## config.mk

```make
export PLATFORM = sky130hd
export DESIGN_NAME = config_integrity_register_bank
export DESIGN_NICKNAME = d
export VERILOG_FILES = /design/src/cfg_integrity_pkg.sv /design/src/config_integrity_register_bank.sv
export SDC_FILE = /design/constraint.sdc
export NUM_CORES = 1
export LEC_CHECK = 0
export BUFFER_PORTS_ARGS = -buffer_cell sky130_fd_sc_hd__buf_2
export CAP_MARGIN = 5
export CELL_PAD_IN_SITES_DETAIL_PLACEMENT = 0
export CELL_PAD_IN_SITES_GLOBAL_PLACEMENT = 1
export CORE_MARGIN = 3
export CORE_UTILIZATION = 42
export CTS_CLUSTER_SIZE = 16
export DETAILED_ROUTE_END_ITERATION = 16
export HOLD_SLACK_MARGIN = 0.02
export PLACE_DENSITY_LB_ADDON = 0.15
export SLEW_MARGIN = 10
export SYNTH_ARGS = -nofsm -noshare
export SYNTH_HDL_FRONTEND = slang
export SYNTH_SLANG_ARGS = --single-unit
```

## constraint.sdc

```tcl
create_clock -name i_clock -period 2.1 [get_ports i_clock]
set_input_delay 0.42 -clock i_clock [delete_from_list [all_inputs] [get_ports i_clock]]
set_output_delay 0.42 -clock i_clock [all_outputs]
set_load 0.01 [all_outputs]
```

## src/cfg_integrity_pkg.sv

```systemverilog
// package: register map, field positions, reset values and timing for the register bank
//
// Notes on behaviour
// - die temperature is an 8-bit read-only code at 0x02, one degree per step.
// - above fixed temperature limit set overtemp flag, kill laser, assert error output.
// - overtemp flag at 0x00 bit 3 stays latched until host reads that register.
// - sim bit at 0x16 bit 4 forces overtemp flag; error holds until cleared.
// - interface select pin chooses SPI or I2C host protocol.
// - config-mode writes leave applied settings; return to operation applies all at once.
// - each configuration write also stores its inverse in the validation page.
// - any config/validation bit mismatch raises memory error and turns laser off.
// - mode field 0x1C: 01 operation, 10 configuration, 00/11 memory error; resets 01.
// - configuration mode allows write and readback of 0x10-0x1F; integrity check off.
// - time spent in configuration mode; laser off once the timeout passes.
// - operation mode applies config, checks integrity, rejects config writes except mode.
// - 64 addresses: read-only 0x00-0x0F, config 0x10-0x1F, validation 0x30-0x3F.
// - status registers 0x00 and 0x01 latch events and clear on read.
// - measurement registers readable at any time while hardware updates them.
// - 10-bit result at 0x03/0x04 stays coherent across one burst read.
// - validation page is plain storage; inverse copy only on configuration writes.
// - active-low error output asserted whenever any unmasked status bit is set.
// - configuration-mode timeout latches event flag at 0x00 bit 7.
package cfg_integrity_pkg;

  localparam int unsigned ADDR_W = 6;
  localparam int unsigned DATA_W = 8;

  localparam logic [5:0] ADDR_STATUS0   = 6'h00;
  localparam logic [5:0] ADDR_STATUS1   = 6'h01;
  localparam logic [5:0] ADDR_TEMP      = 6'h02;
  localparam logic [5:0] ADDR_RESULT_HI = 6'h03;
  localparam logic [5:0] ADDR_RESULT_LO = 6'h04;
  localparam logic [5:0] ADDR_REVISION  = 6'h0f;
  localparam logic [5:0] ADDR_SIM_CTRL  = 6'h16;
  localparam logic [5:0] ADDR_MODE      = 6'h1c;

  localparam logic [1:0] PAGE_RO  = 2'b00;
  localparam logic [1:0] PAGE_CFG = 2'b01;
  localparam logic [1:0] PAGE_VAL = 2'b11;

  localparam int unsigned BIT_INIT_RAM = 0;
  localparam int unsigned BIT_MEM_ERR  = 2;
  localparam int unsigned BIT_OVERTEMP = 3;
  localparam int unsigned BIT_TIMEOUT  = 7;
  localparam int unsigned BIT_SIM_OVT  = 4;

  localparam logic [1:0] MODE_OPERATE   = 2'b01;
  localparam logic [1:0] MODE_CONFIGURE = 2'b10;

  localparam logic [7:0] CFG_RESET      = 8'h00;
  localparam logic [7:0] MODE_REG_RESET = 8'h05;
  localparam logic [7:0] INIT_STATUS0   = 8'h01;

  localparam int unsigned CLOCK_HZ     = 20_000_000;
  localparam int unsigned CFG_TIMEOUT_MS = 40;
  localparam int unsigned CFG_TIMEOUT_CYC = CLOCK_HZ / 1000 * CFG_TIMEOUT_MS;

  typedef struct packed {
    logic       wr;
    logic       rd;
    logic       burst;
    logic [5:0] addr;
    logic [7:0] wdata;
  } host_req_type;

  typedef struct packed {
    logic       rvalid;
    logic [7:0] rdata;
  } host_rsp_type;

  typedef enum logic [1:0] {
    PROTO_SPI = 2'b00,
    PROTO_I2C = 2'b01
  } proto_type;

endpackage

```

## src/config_integrity_register_bank.sv

```systemverilog
// register bank: pages, shadow latch, inverse validation, overtemp and timeout logic
module config_integrity_register_bank
  import cfg_integrity_pkg::*;
#(
  parameter int unsigned TIMEOUT_CYCLES = CFG_TIMEOUT_CYC,  // config-mode limit in cycles
  parameter logic [7:0]  REVISION_CODE  = 8'h5a,            // arbitrary value
  parameter logic [7:0]  OVT_LIMIT      = 8'hc8             // fixed overtemp code
) (
  input  wire logic         i_clock,                // 20 MHz clock
  input  wire logic         i_sys_rst,              // sync reset, active high
  input  wire host_req_type i_req,                  // decoded host access
  output host_rsp_type      o_rsp,                  // read data
  input  wire logic         i_interface_select_pin, // pin: 0 spi, 1 i2c
  output proto_type         o_proto,                // chosen host protocol
  input  wire logic [7:0]   i_temp_code,            // die temperature from monitor
  input  wire logic [9:0]   i_adc_result,           // conversion result
  input  wire logic [7:0]   i_status0_events,       // other status0 event pulses
  input  wire logic [7:0]   i_status1_events,       // status1 event pulses
  input  wire logic [7:0]   i_status_mask,          // 1 masks a status bit
  output logic [127:0]      o_applied_cfg,          // latched config, 0x10 lowest
  output logic              o_laser_enable,         // laser channel enable
  output logic              o_error_out_n           // error output, active low
);

  ////////////////////////////////////////////////////////////////////////////
  typedef struct packed {
    logic [15:0][7:0] cfg;
    logic [15:0][7:0] val;
    logic [15:0][7:0] applied;
    logic [7:0]       status0;
    logic [7:0]       status1;
    logic [7:0]       temp;
    logic [9:0]       adc_hold;
    logic             in_burst;
    logic [31:0]      cfg_time;
    logic             timed_out;
    logic [2:0]       sel_sync;
    proto_type        proto;
    host_rsp_type     rsp;
  } state_type;

  state_type s_r;
  state_type s_nxt;

  logic       cfg_mode;
  logic       mode_bad;
  logic       mismatch;
  logic       ovt_now;
  logic [5:0] a;
  logic [3:0] idx;
  logic [1:0] mode_now;

  logic [15:0] entry_bad;

  assign a        = i_req.addr;
  assign idx      = a[3:0];
  assign mode_now = s_r.cfg[4'hc][1:0];
  assign cfg_mode = (mode_now == MODE_CONFIGURE);
  assign mode_bad = (mode_now != MODE_CONFIGURE) && (mode_now != MODE_OPERATE);

  // one comparator per configuration entry against its inverted copy
  for (genvar g = 0; g < 16; g++) begin : g_cmp
    assign entry_bad[g] = (s_r.cfg[g] != ~s_r.val[g]);
  end

  // integrity compare, suspended while configuring
  assign mismatch = (|entry_bad) && !cfg_mode;

  // fixed limit or simulated event; sim holds the error until written to zero
  assign ovt_now = (s_r.temp > OVT_LIMIT) || s_r.applied[4'h6][BIT_SIM_OVT];

  ////////////////////////////////////////////////////////////////////////////
  always_comb begin
    s_nxt = s_r;
    s_nxt.rsp.rvalid = 1'b0;

    // pin sampled by three flops, change taken when the last two agree
    s_nxt.sel_sync = {s_r.sel_sync[1:0], i_interface_select_pin};
    if (s_r.sel_sync[2] == s_r.sel_sync[1]) begin
      s_nxt.proto = s_r.sel_sync[2] ? PROTO_I2C : PROTO_SPI;
    end

    s_nxt.temp = i_temp_code;
    // adc follows live except during a burst so both bytes stay one sample;
    // the high-byte read edge itself must hold too, else the low byte is newer
    if (!s_r.in_burst && !(i_req.rd && i_req.burst && a == ADDR_RESULT_HI)) begin
      s_nxt.adc_hold = i_adc_result;
    end

    // reads
    if (i_req.rd) begin
      s_nxt.rsp.rvalid = 1'b1;
      s_nxt.rsp.rdata  = 8'h00;
      unique case (a[5:4])
        PAGE_RO: begin
          unique case (a)
            ADDR_STATUS0:   s_nxt.rsp.rdata = s_r.status0;
            ADDR_STATUS1:   s_nxt.rsp.rdata = s_r.status1;
            ADDR_TEMP:      s_nxt.rsp.rdata = s_r.temp;
            ADDR_RESULT_HI: s_nxt.rsp.rdata = {6'h00, s_r.adc_hold[9:8]};
            ADDR_RESULT_LO: s_nxt.rsp.rdata = s_r.adc_hold[7:0];
            ADDR_REVISION:  s_nxt.rsp.rdata = REVISION_CODE;
            default:        s_nxt.rsp.rdata = 8'h00;
          endcase
        end
        PAGE_CFG: s_nxt.rsp.rdata = s_r.cfg[idx];
        PAGE_VAL: s_nxt.rsp.rdata = s_r.val[idx];
        default:  s_nxt.rsp.rdata = 8'h00;
      endcase
      // burst starting at the high byte freezes the pair until the burst ends
      if (a == ADDR_RESULT_HI && i_req.burst) begin
        s_nxt.in_burst = 1'b1;
      end
    end
    if (!i_req.burst) begin
      s_nxt.in_burst = 1'b0;
    end

    // status: clear on read, then new events set (set wins)
    if (i_req.rd && a == ADDR_STATUS0) begin
      s_nxt.status0 = 8'h00;
    end
    if (i_req.rd && a == ADDR_STATUS1) begin
      s_nxt.status1 = 8'h00;
    end
    s_nxt.status0 = s_nxt.status0 | i_status0_events;
    s_nxt.status1 = s_nxt.status1 | i_status1_events;
    if (ovt_now) begin
      s_nxt.status0[BIT_OVERTEMP] = 1'b1;
    end
    if (mismatch || mode_bad) begin
      s_nxt.status0[BIT_MEM_ERR] = 1'b1;
    end

    // writes
    if (i_req.wr) begin
      unique case (a[5:4])
        PAGE_CFG: begin
          if (cfg_mode || a == ADDR_MODE) begin
            s_nxt.cfg[idx] = i_req.wdata;
            s_nxt.val[idx] = ~i_req.wdata;
          end
        end
        PAGE_VAL: s_nxt.val[idx] = i_req.wdata;
        default: ;
      endcase
    end

    // transparent latch in operation mode, hold while configuring
    if (!cfg_mode) begin
      s_nxt.applied = s_nxt.cfg;
    end

    // configuration-mode timer
    if (!cfg_mode) begin
      s_nxt.cfg_time  = 32'h0000_0000;
      s_nxt.timed_out = 1'b0;
    end else if (s_r.cfg_time < TIMEOUT_CYCLES) begin
      s_nxt.cfg_time = s_r.cfg_time + 32'h0000_0001;
    end else if (!s_r.timed_out) begin
      s_nxt.timed_out = 1'b1;
      s_nxt.status0[BIT_TIMEOUT] = 1'b1;
    end
  end

  ////////////////////////////////////////////////////////////////////////////
  always_ff @(posedge i_clock) begin
    if (i_sys_rst) begin
      s_r          <= '0;
      s_r.cfg[12]  <= MODE_REG_RESET;
      s_r.val      <= '1;
      s_r.val[12]  <= ~MODE_REG_RESET;
      s_r.applied[12] <= MODE_REG_RESET;
      s_r.status0  <= INIT_STATUS0;
    end else begin
      s_r <= s_nxt;
    end
  end

  assign o_rsp         = s_r.rsp;
  assign o_proto       = s_r.proto;
  assign o_applied_cfg = s_r.applied;
  // overtemp, memory error or timeout switch the channel off
  assign o_laser_enable = !(s_r.status0[BIT_OVERTEMP] || s_r.status0[BIT_MEM_ERR]
                            || s_r.timed_out || ovt_now);
  assign o_error_out_n = ~(|(s_r.status0 & ~i_status_mask)
                           || |(s_r.status1 & ~i_status_mask) || ovt_now);

endmodule

```

==> flow_summary.toml, run 1 <==
[drt]
route.detailed.drc = 0
drt_wl_total_um = 107000
dr_total_vias = 21300
drtIter0Drc = 2343
via_per_inst = 5.92
avgRoutedWirePerCell_um = 29.7
first_pass_iters = 6
drtAntennaViolNets = 0

[sta]
setup_viol = 3
clock_skew_ns = 0.0282
drv_slew = 0
setup_ws_ns = -0.239
rsz0062_at_grt = "true"
period_needed_ns = 2.34
finalSetupTns_ns = -0.470
max_freq_mhz = 428
hold_viol = 0
max_slew_margin = 0.479
worstMarginPinSlew_ns = 0.776
finalCritPeriodShare = 1.11

[logic_synthesis]
yosys.area_share.simple = 0.166
synthAdderAreaFrac = 0.00110
synth-seq-area-share = 0.407
synth-compound-area-share = 0.150
synthXorXnorAreaFrac = 0.0548
netlist_area_um2 = 22800
synthMuxAreaShare = 0.137
synth_warnings = 0
async_flop_share = 0
synth_edf_count = 0
synth_ff_type = "dfxtp_1"
synth_top_family_by_area = "simple AND/OR/NAND/NOR gates"
avgSynthCellArea_um2 = 8.98
ys_types = 70
synth_nets = 2608
synth_seq_cells = 465
synthCells = 2544

[critical_path]
worst-path-max-fanout = 2
r2r_slack_ns = -0.01
cp-start-kind = "flip-flop"
rr_startpoint = "s_r[421]$_SDFF_PP0_"
cp_data_required_time_ns = 1.68
worst_path_dominant_cell_family = "compound AO/OA/AOI/OAI gates"
crit_type = "reg -> out"
arrival_ns = 1.92
slowest_delay_ns = 0.34
timing.rr.end = "s_r[76]$_SDFF_PP0_"
slowest_stage = "dfxtp_2"
cp-end-kind = "output port"
crit_chain = "o31ai_4 -> nand2_2 -> a31oi_4 -> nor4b_4 -> buf_2"
reg2reg_depth = 7
critPathBufInv = 1

[placed_design]
port_buffers = 201
dp_cells = 3494
gp_congestion = 1.08
dpl.hpwl_um = 83500

[die]
coreArea_um2 = 53200
start_util = 0.430
dieHeight_um = 239
io_pins = 203
dieArea_um2 = 57200
fp.dieW_um = 239
rows = 84

[clocking]
cts_made_buffers = 51
clkLatencyLatePin_ns = 0.60
htreeDepth = 2
clockBufferDepth = 3
clkTransAtPathRegs_ns = 0.06
ctsRootBufferMaster = "clkbuf_16"
cts_tree = "done"
clock_sinks = 465

[global_route]
antenna_found_initial = 5
overflow = 0
grt_pass1_wl_um = 150000
grt.total_usage = 0.366
grt_max_degree = 138
grt_pass1_vias = 20000

[power]
p_sw_mw = 5.32
power_density_nw_per_um2 = 713
power_frac_seq = 0.449
ir_drop_mv = 0.708
pwr-share-comb = 0.103
pwr-share-clk = 0.447
p_leak_nw = 12.4
p_sw_frac = 0.260
power_mw = 20.5
internal_power_mw = 15.1

[final_layout]
num-fill-cells = 4921
antenna_cells = 0
fin_util = 0.540
nNetsFinal = 2937
drive_gt1_frac = 0.309
layout.cells.non_filler = 3600
seqCellArea_um2 = 9380
area_growth_pct = 25.7
multi_input_area_um2 = 12000

[hold_path]
holdPathEnd = "s_r[60]$_SDFF_PP0_"
hp-class = "in -> reg"
min_from = "i_temp_code[2]"
worstHoldPathCells = 2

[status]
violations = "setup timing"
status = "finished with violations"

[run]
maxCapViolCount = 0
## cells in the final DEF, fill, tap and decap left out, types with 7 or more instances in the layout
| cell | count |
|---|---|
| nand2_1 | 181 |
| a22oi_1 | 10 |
| dfxtp_1 | 425 |
| o211ai_1 | 42 |
| nand2b_1 | 17 |
| buf_6 | 7 |
| o21ai_1 | 14 |
| nand2_2 | 11 |
| a21oi_1 | 127 |
| clkbuf_16 | 53 |
| nor2_1 | 389 |
| clkbuf_1 | 13 |
| o21ai_0 | 82 |
| and3_1 | 17 |
| buf_2 | 198 |
| o21a_1 | 63 |
| nor4_1 | 24 |
| nand4_1 | 12 |
| buf_4 | 351 |
| xnor2_1 | 140 |
| dfxtp_4 | 9 |
| nand3_1 | 16 |
| nor4_2 | 17 |
| nor2b_1 | 19 |
| buf_12 | 48 |
| a211oi_1 | 122 |
| mux2i_2 | 9 |
| dfxtp_2 | 31 |
| a21o_1 | 16 |
| nor2_2 | 10 |
| nor3_1 | 83 |
| clkinv_2 | 9 |
| mux4_2 | 70 |
| mux2i_1 | 142 |
## power by group through the flow
stage / sequential (mW) / combinational [mW] / clock [mW]
after floorplan: 9.26 / 1.02 / 0
after global placement: 9.39 / 1.99 / 0
after detailed placement: 9.38 / 1.99 / 0
after CTS: 9.19 / 2.04 / 9.30
after global routing: 9.18 / 2.21 / 9.65
final: 9.19 / 2.12 / 9.16
## metal layers
metal,wire length [um],up-vias,track usage,part of all wire
met1,46200,10500,0.518,0.43
met2,46300,1082,0.557,0.43
met5,28,-,0,0.00026
met4,5180,4,0.144,0.048
li1,-,9520,-,-
met3,9240,226,0.0655,0.086
## cell type report
cell class | instances | area share
inverters | 8 | 0.00131
repair buffers | 611 | 0.165
multi-input cells | 1736 | 0.419
clock buffers | 71 | 0.0503
flip-flops and latches | 465 | 0.327
clock inverters | 21 | 0.00802
well taps | 688 | 0.0300
## synth_stat cells (4+ instances only)
master	instances	share of area
dfxtp_1	465	0.41
nor2_1	393	0.065
nand2_1	182	0.030
mux2i_1	153	0.067
buf_4	151	0.050
xnor2_1	143	0.055
clkbuf_1	136	0.022
a21oi_1	128	0.028
a211oi_1	127	0.042
nor3_1	85	0.019
o21ai_0	83	0.018
mux4_2	70	0.069
o21a_1	63	0.021
o211ai_1	42	0.014
nor4_1	40	0.011
buf_2	38	0.0083
nand3_1	19	0.0042
nor2b_1	19	0.0052
and3_1	18	0.0049
nand2b_1	18	0.0049
a21o_1	16	0.0053
nand2_2	13	0.0036
o21ai_1	13	0.0028
nand4_1	12	0.0033
a22oi_1	10	0.0033
buf_1	8	0.0013
nor2_2	7	0.0019
o22a_1	6	0.0023
o22ai_1	6	0.0016
or2_2	6	0.0016
inv_1	5	0.00082
nor3b_1	4	0.0013
o311ai_1	4	0.0015
or4_1	4	0.0013
## stage by stage
| step | setup slack, ns | instance area (um2) | hold slack [ns] |
|---|---|---|---|
| detailed placement | -0.852 | 26400 | 0.449 |
| global route | -0.272 | 28700 | 0.0368 |
| global placement | -0.852 | 26400 | 0.423 |
| CTS | -0.237 | 28400 | 0.0209 |
| floorplan | -0.0261 | 22900 | 0.414 |
| finish | -0.239 | 28700 | 0.0398 |
## cells by family (layout without fill, tap and decap cells)
family	after synthesis	in the layout
muxes	224	224
other	1	1
adders and majority gates	2	2
xor gates and xnor gates	143	143
AOI/OAI and AO/OA	525	525
DFF	465	465
and+or+nand+nor	841	841
buffers and inverters	343	711
## worst reg2reg max path: stages, from the launching register on
cell and delay [ns]:
dfxtp_1 0.53, xnor2_1 0.16, nor4_1 0.30, nand4_1 0.25
nor4_1 0.36, buf_4 0.20, and3_1 0.17, a211oi_1 0.05
## how the worst max path moves through the flow
stage | startpoint | to | slack [ns] | cells past startpoint
after floorplan | i_req[8] | o_rsp[1]$_SDFFE_PP0P_ | -0.03 | 7
after global placement | i_req[8] | o_rsp[1]$_SDFFE_PP0P_ | -0.85 | 7
after detailed placement | i_req[8] | o_rsp[1]$_SDFFE_PP0P_ | -0.85 | 7
after CTS | s_r[58]$_SDFF_PP0_ | o_laser_enable | -0.24 | 5
after global routing | s_r[59]$_SDFF_PP0_ | o_laser_enable | -0.27 | 5
final | s_r[59]$_SDFF_PP0_ | o_laser_enable | -0.24 | 5
## what timing repair did
action | 4_1_cts | 5_1_grt
hold buffers | 6 | 0
setup endpoints to repair | 67 | 153
gates resized for setup | 42 | 84
pin swaps | 5 | 14
endpoints found under the hold margin | 6 | 0
buffers inserted | 4 | 12
No activity file was read; power rests on OpenSTA's default activity.
==> run 2, diff against run 1 <==
- MAX_ROUTING_LAYER: default -> met4
- SLEW_MARGIN: 10 -> 20
==> run 2 against run 1 <==
The run still ends with setup timing left. Register-to-register slack hardly changed. Critical endpoint unchanged. Clock power is 8.7% higher. Sequential power hardly changed. Highest routed layer is now met4. Largest power group is now clock.
==> flow_summary.toml, run 2 (synthesis results as in run 1) <==
[drt]
dr_total_vias = 21500
drtIter0Drc = 2709
drtAntennaViolNets = 0
route.detailed.drc = 0
first_pass_iters = 6
avgRoutedWirePerCell_um = 29.7
drt_wl_total_um = 108000
via_per_inst = 5.92

[critical_path]
crit_chain = "o31ai_2 -> nand2_1 -> a31oi_4 -> nor4b_4 -> buf_2"
crit_start = "s_r[60]$_SDFF_PP0_"
rr_startpoint = "s_r[345]$_SDFF_PP0_"
slowest_delay_ns = 0.33
arrival_ns = 1.92
cp_data_required_time_ns = 1.68
cp-end-kind = "output port"
cp-start-kind = "flip-flop"
worst-path-max-fanout = 3
crit_type = "reg -> out"
slowest_stage = "dfxtp_2"

[clocking]
clockBufferDepth = 3
cts_made_buffers = 52
clkTransAtPathRegs_ns = 0.06
clock_sinks = 465
htreeDepth = 2
cts_tree = "done"
ctsRootBufferMaster = "clkbuf_16"
clkLatencyLatePin_ns = 0.62

[power]
p_sw_mw = 5.45
power_frac_seq = 0.432
ir_drop_mv = 0.612
internal_power_mw = 15.9
p_sw_frac = 0.256
pwr-share-comb = 0.101
pwr-share-clk = 0.467
p_leak_nw = 12.7
power_density_nw_per_um2 = 724
power_mw = 21.3

[global_route]
grt.busiest_layer = "met2"
grt_pass1_wl_um = 150000
grt_max_degree = 159
grt_pass1_vias = 20100
use_met2 = 0.572
antenna_found_initial = 5
overflow = 0
grtUsageMet1 = 0.522
grt.total_usage = 0.381
use_met3 = 0.0622

[sta]
worstMarginPinSlew_ns = 0.797
setup_viol = 4
clock_skew_ns = 0.0388
rsz0062_at_grt = "true"
max_freq_mhz = 428
hold_viol = 0
period_needed_ns = 2.34
setup_ws_ns = -0.238
max_slew_margin = 0.468
finalCritPeriodShare = 1.11
drv_slew = 0

[final_layout]
final_cell_mix = "434 x dfxtp_1, 387 x nor2_1, 360 x buf_4"
drive_gt1_frac = 0.318
final_common_cell = "dfxtp_1"
nNetsFinal = 2966
num-fill-cells = 4802
fin_util = 0.553
area_growth_pct = 28.8

[placed_design]
dpl.hpwl_um = 84300
dpl_worst_slack_ns = -0.884
port_buffers = 201
gp_congestion = 1.05

[hold_path]
min_from = "i_temp_code[5]"
hp-class = "in -> reg"

[status]
status = "finished with violations"
violations = "setup timing"

[die]
dieHeight_um = 239
rows = 84
fp.dieW_um = 239
coreArea_um2 = 53200
io_pins = 203
dieArea_um2 = 57200
start_util = 0.430

[run]
maxCapViolCount = 0
-- run 2: final timing paths --
| path | endpoint | slack [ns] | cells past startpoint |
|---|---|---|---|
| setup / recovery | o_laser_enable | -0.24 | 5 |
| setup reg to reg | s_r[76]$_SDFF_PP0_ | -0.01 | 7 |
| hold reg to reg | s_nxt[13]$_SDFF_PP0_ | 0.46 | 1 |
| hold / removal | s_r[63]$_SDFF_PP0_ | 0.03 | 2 |
-- run 2: per-layer routing --
layer  share of wire  vias up  wire length [um]
met4           0.042        0              4530
met1            0.43    10600             45900
met3           0.090      186              9670
met5               0        -                 0
met2            0.44     1156             47800
li1                -     9590                 -
-- run 2: final cells by class --
type / instances / area [um2] / share of cell area
Antenna cell: 3 / 7.51 / 0.000255
Multi-Input combinational cell: 1736 / 12200 / 0.415
Sequential cell: 465 / 9360 / 0.318
Timing Repair Buffer: 639 / 5100 / 0.173
Tap cell: 688 / 861 / 0.0292
Inverter: 8 / 40.0 / 0.00136
Clock inverter: 25 / 350 / 0.0119
Clock buffer: 73 / 1500 / 0.0510
-- run 2: timing repair --
action / 4_1_cts / 5_1_grt
gates resized for setup: 72 / 83
cloned: 2 / 0
hold endpoints to repair: 15 / 0
buffers inserted: 6 / 4
endpoints found under the setup margin: 311 / 107
pin swaps: 12 / 32
hold buffers: 15 / 0
-- run 2: worst max-delay path: cells and delay by family, from the launching register on --
kind | cells | cell delay [ns]
AOI/OAI and AO/OA | 2 | 0.46
and+or+nand+nor | 2 | 0.34
buffers and inverters | 1 | 0.17
DFF | 1 | 0.33
-- run 2: through the flow --
stage               std cells  hold WS (ns)  area, um2  TNS (ns)
global route             3636        0.0504      29400    -0.736
CTS                      3635        0.0200      29100    -0.449
finish                   3637        0.0253      29400    -0.417
floorplan                2544         0.414      22900   -0.0261
detailed placement       3515         0.452      26700    -95.01
global placement         3515         0.424      26700    -88.35
-- run 2: power groups by stage --
stage	registers, mW	logic, mW	clock network, mW
6_report	9.20	2.16	9.96
5_1_grt	9.19	2.25	10.4
2_1_floorplan	9.26	1.02	0
3_5_place_dp	9.38	2.03	0
3_3_place_gp	9.39	2.02	0
4_1_cts	9.18	2.09	10.0
==> run 3, diff against run 2 <==
==> constraint.sdc (replaced) <==
create_clock -name i_clock -period 2.1 [get_ports i_clock]
set_input_delay 0.21 -clock i_clock [delete_from_list [all_inputs] [get_ports i_clock]]
set_output_delay 0.21 -clock i_clock [all_outputs]
set_load 0.01 [all_outputs]
==> run 3 against run 2 <==
The run still ends with setup timing left. Total power is 1.5% lower. Cell area is 1.7% lower. Combinational power is 4% lower. Cell count is 1.1% lower. Worst hold slack better by 0.092 ns. Clock skew is 0.026 ns lower. Sequential share of layout area is 0.57 points higher. Critical path depth stayed put. Count of clock-buffer cells in the layout is 5 higher. Clock power is 2.4% lower. Highest routed layer unchanged.
==> flow_summary.toml, run 3 (synthesis results as in run 1) <==
[status]
status = "finished with violations"
violations = "setup timing"

[critical_path]
crit_chain = "o31ai_2 -> nand2_1 -> a31oi_4 -> nor4b_4 -> buf_2"
critPathBufInv = 1
slowest_delay_ns = 0.32
cp-start-kind = "flip-flop"
worst-path-max-fanout = 2
cp-end-kind = "output port"
crit_type = "reg -> out"
slowest_stage = "dfxtp_2"
worst_path_dominant_cell_family = "compound AO/OA/AOI/OAI gates"
arrival_ns = 1.95
cp_data_required_time_ns = 1.89

[final_layout]
multi_input_area_um2 = 12000
area_growth_pct = 26.7
num-fill-cells = 4865
final_cell_mix = "428 x dfxtp_1, 387 x nor2_1, 305 x buf_4"
nNetsFinal = 2931
seqCellArea_um2 = 9370
drive_gt1_frac = 0.297
final_common_cell = "dfxtp_1"

[die]
rows = 84
dieArea_um2 = 57200
io_pins = 203
fp.dieW_um = 239
dieHeight_um = 239
coreArea_um2 = 53200
start_util = 0.430

[power]
power_density_nw_per_um2 = 726
ir_drop_mv = 0.598
p_leak_nw = 12.5
power_frac_seq = 0.438
p_sw_mw = 5.39
p_sw_frac = 0.257
power_mw = 21.0
internal_power_mw = 15.6
pwr-share-clk = 0.463
pwr-share-comb = 0.099

[clocking]
clkLatencyLatePin_ns = 0.61
clkTransAtPathRegs_ns = 0.06
ctsRootBufferMaster = "clkbuf_16"
htreeDepth = 2
cts_tree = "done"
clock_sinks = 465
clockBufferDepth = 3
cts_made_buffers = 52

[drt]
drtAntennaViolNets = 0
route.detailed.drc = 0
drtIter0Drc = 2201
dr_total_vias = 21100
drt_wl_total_um = 105000
via_per_inst = 5.85
avgRoutedWirePerCell_um = 29.1
first_pass_iters = 6

[placed_design]
dpl_worst_slack_ns = -0.449
gp_congestion = 1.08
port_buffers = 201
dpl.hpwl_um = 80900

[sta]
clock_skew_ns = 0.0129
setup_ws_ns = -0.0555
finalCritPeriodShare = 1.03
drv_slew = 0
max_slew_margin = 0.473
setup_viol = 5
period_needed_ns = 2.16
rsz0062_at_grt = "true"
hold_viol = 0
max_freq_mhz = 464
worstMarginPinSlew_ns = 0.786

[global_route]
grt.busiest_layer = "met2"
grt_max_degree = 153
grt_pass1_vias = 19900
grtUsageMet1 = 0.498
use_met2 = 0.557
use_met3 = 0.0560
antenna_found_initial = 5
overflow = 0
grt.total_usage = 0.370
grt_pass1_wl_um = 147000

[run]
maxCapViolCount = 0

[hold_path]
hp-class = "in -> reg"
## run 3: cell type report
type | instances | area share
multi-input cells | 1736 | 0.416
flip-flops and latches | 465 | 0.324
repair buffers | 604 | 0.167
clock buffers | 78 | 0.0525
well taps | 688 | 0.0297
clock inverters | 17 | 0.00908
inverters | 8 | 0.00130
diodes | 2 | 0.000173
## run 3: per-layer routing
layer | part of all wire | up-vias
met5 | 0 | -
met4 | 0.050 | 0
met3 | 0.078 | 208
met2 | 0.45 | 951
met1 | 0.43 | 10400
li1 | - | 9481
## run 3: path summary, 6_finish.rpt
kind                        startpoint               endpoint  slack, ns  cells past startpoint
setup / recovery    s_r[58]$_SDFF_PP0_         o_laser_enable      -0.06                      5
hold / removal                i_req[0]              flip-flop       0.12                      4
setup reg to reg             flip-flop  o_rsp[5]$_SDFFE_PP0P_      -0.04                      6
hold reg to reg   s_nxt[12]$_SDFF_PP0_   s_nxt[13]$_SDFF_PP0_       0.47                      1
## run 3: tightest hold or removal path: cells and delay by family
family | cells | cell delay (ns)
AOI/OAI and AO/OA | 3 | 0.30
buffers and inverters | 1 | 0.16
## run 3: power groups by stage
stage / registers, mW / clock network (mW) / logic (mW)
2_1_floorplan: 9.26 / 0 / 1.02
3_3_place_gp: 9.39 / 0 / 1.91
3_5_place_dp: 9.39 / 0 / 1.92
4_1_cts: 9.19 / 9.80 / 2.02
5_1_grt: 9.20 / 10.2 / 2.19
6_report: 9.20 / 9.72 / 2.08
## run 3: repair_timing
item	in CTS	in global routing
endpoints found under the hold margin	58	0
pin swaps	12	22
gates resized for setup	55	87
setup buffers	10	3
endpoints found under the setup margin	120	60
gates cloned	1	1
hold buffers	39	0
## run 3: through the flow
stage | utilization | hold slack [ns] | cells | setup TNS [ns] | instance area, um2
6_report | 0.544 | 0.117 | 3598 | -0.179 | 28900
3_5_place_dp | 0.491 | 0.406 | 3451 | -9.18 | 26100
5_1_grt | 0.544 | 0.134 | 3598 | -0.326 | 28900
3_3_place_gp | 0.491 | 0.399 | 3451 | -9.51 | 26100
4_1_cts | 0.538 | 0.0950 | 3594 | -0.134 | 28600
2_1_floorplan | - | 0.304 | 2544 | 0 | 22800
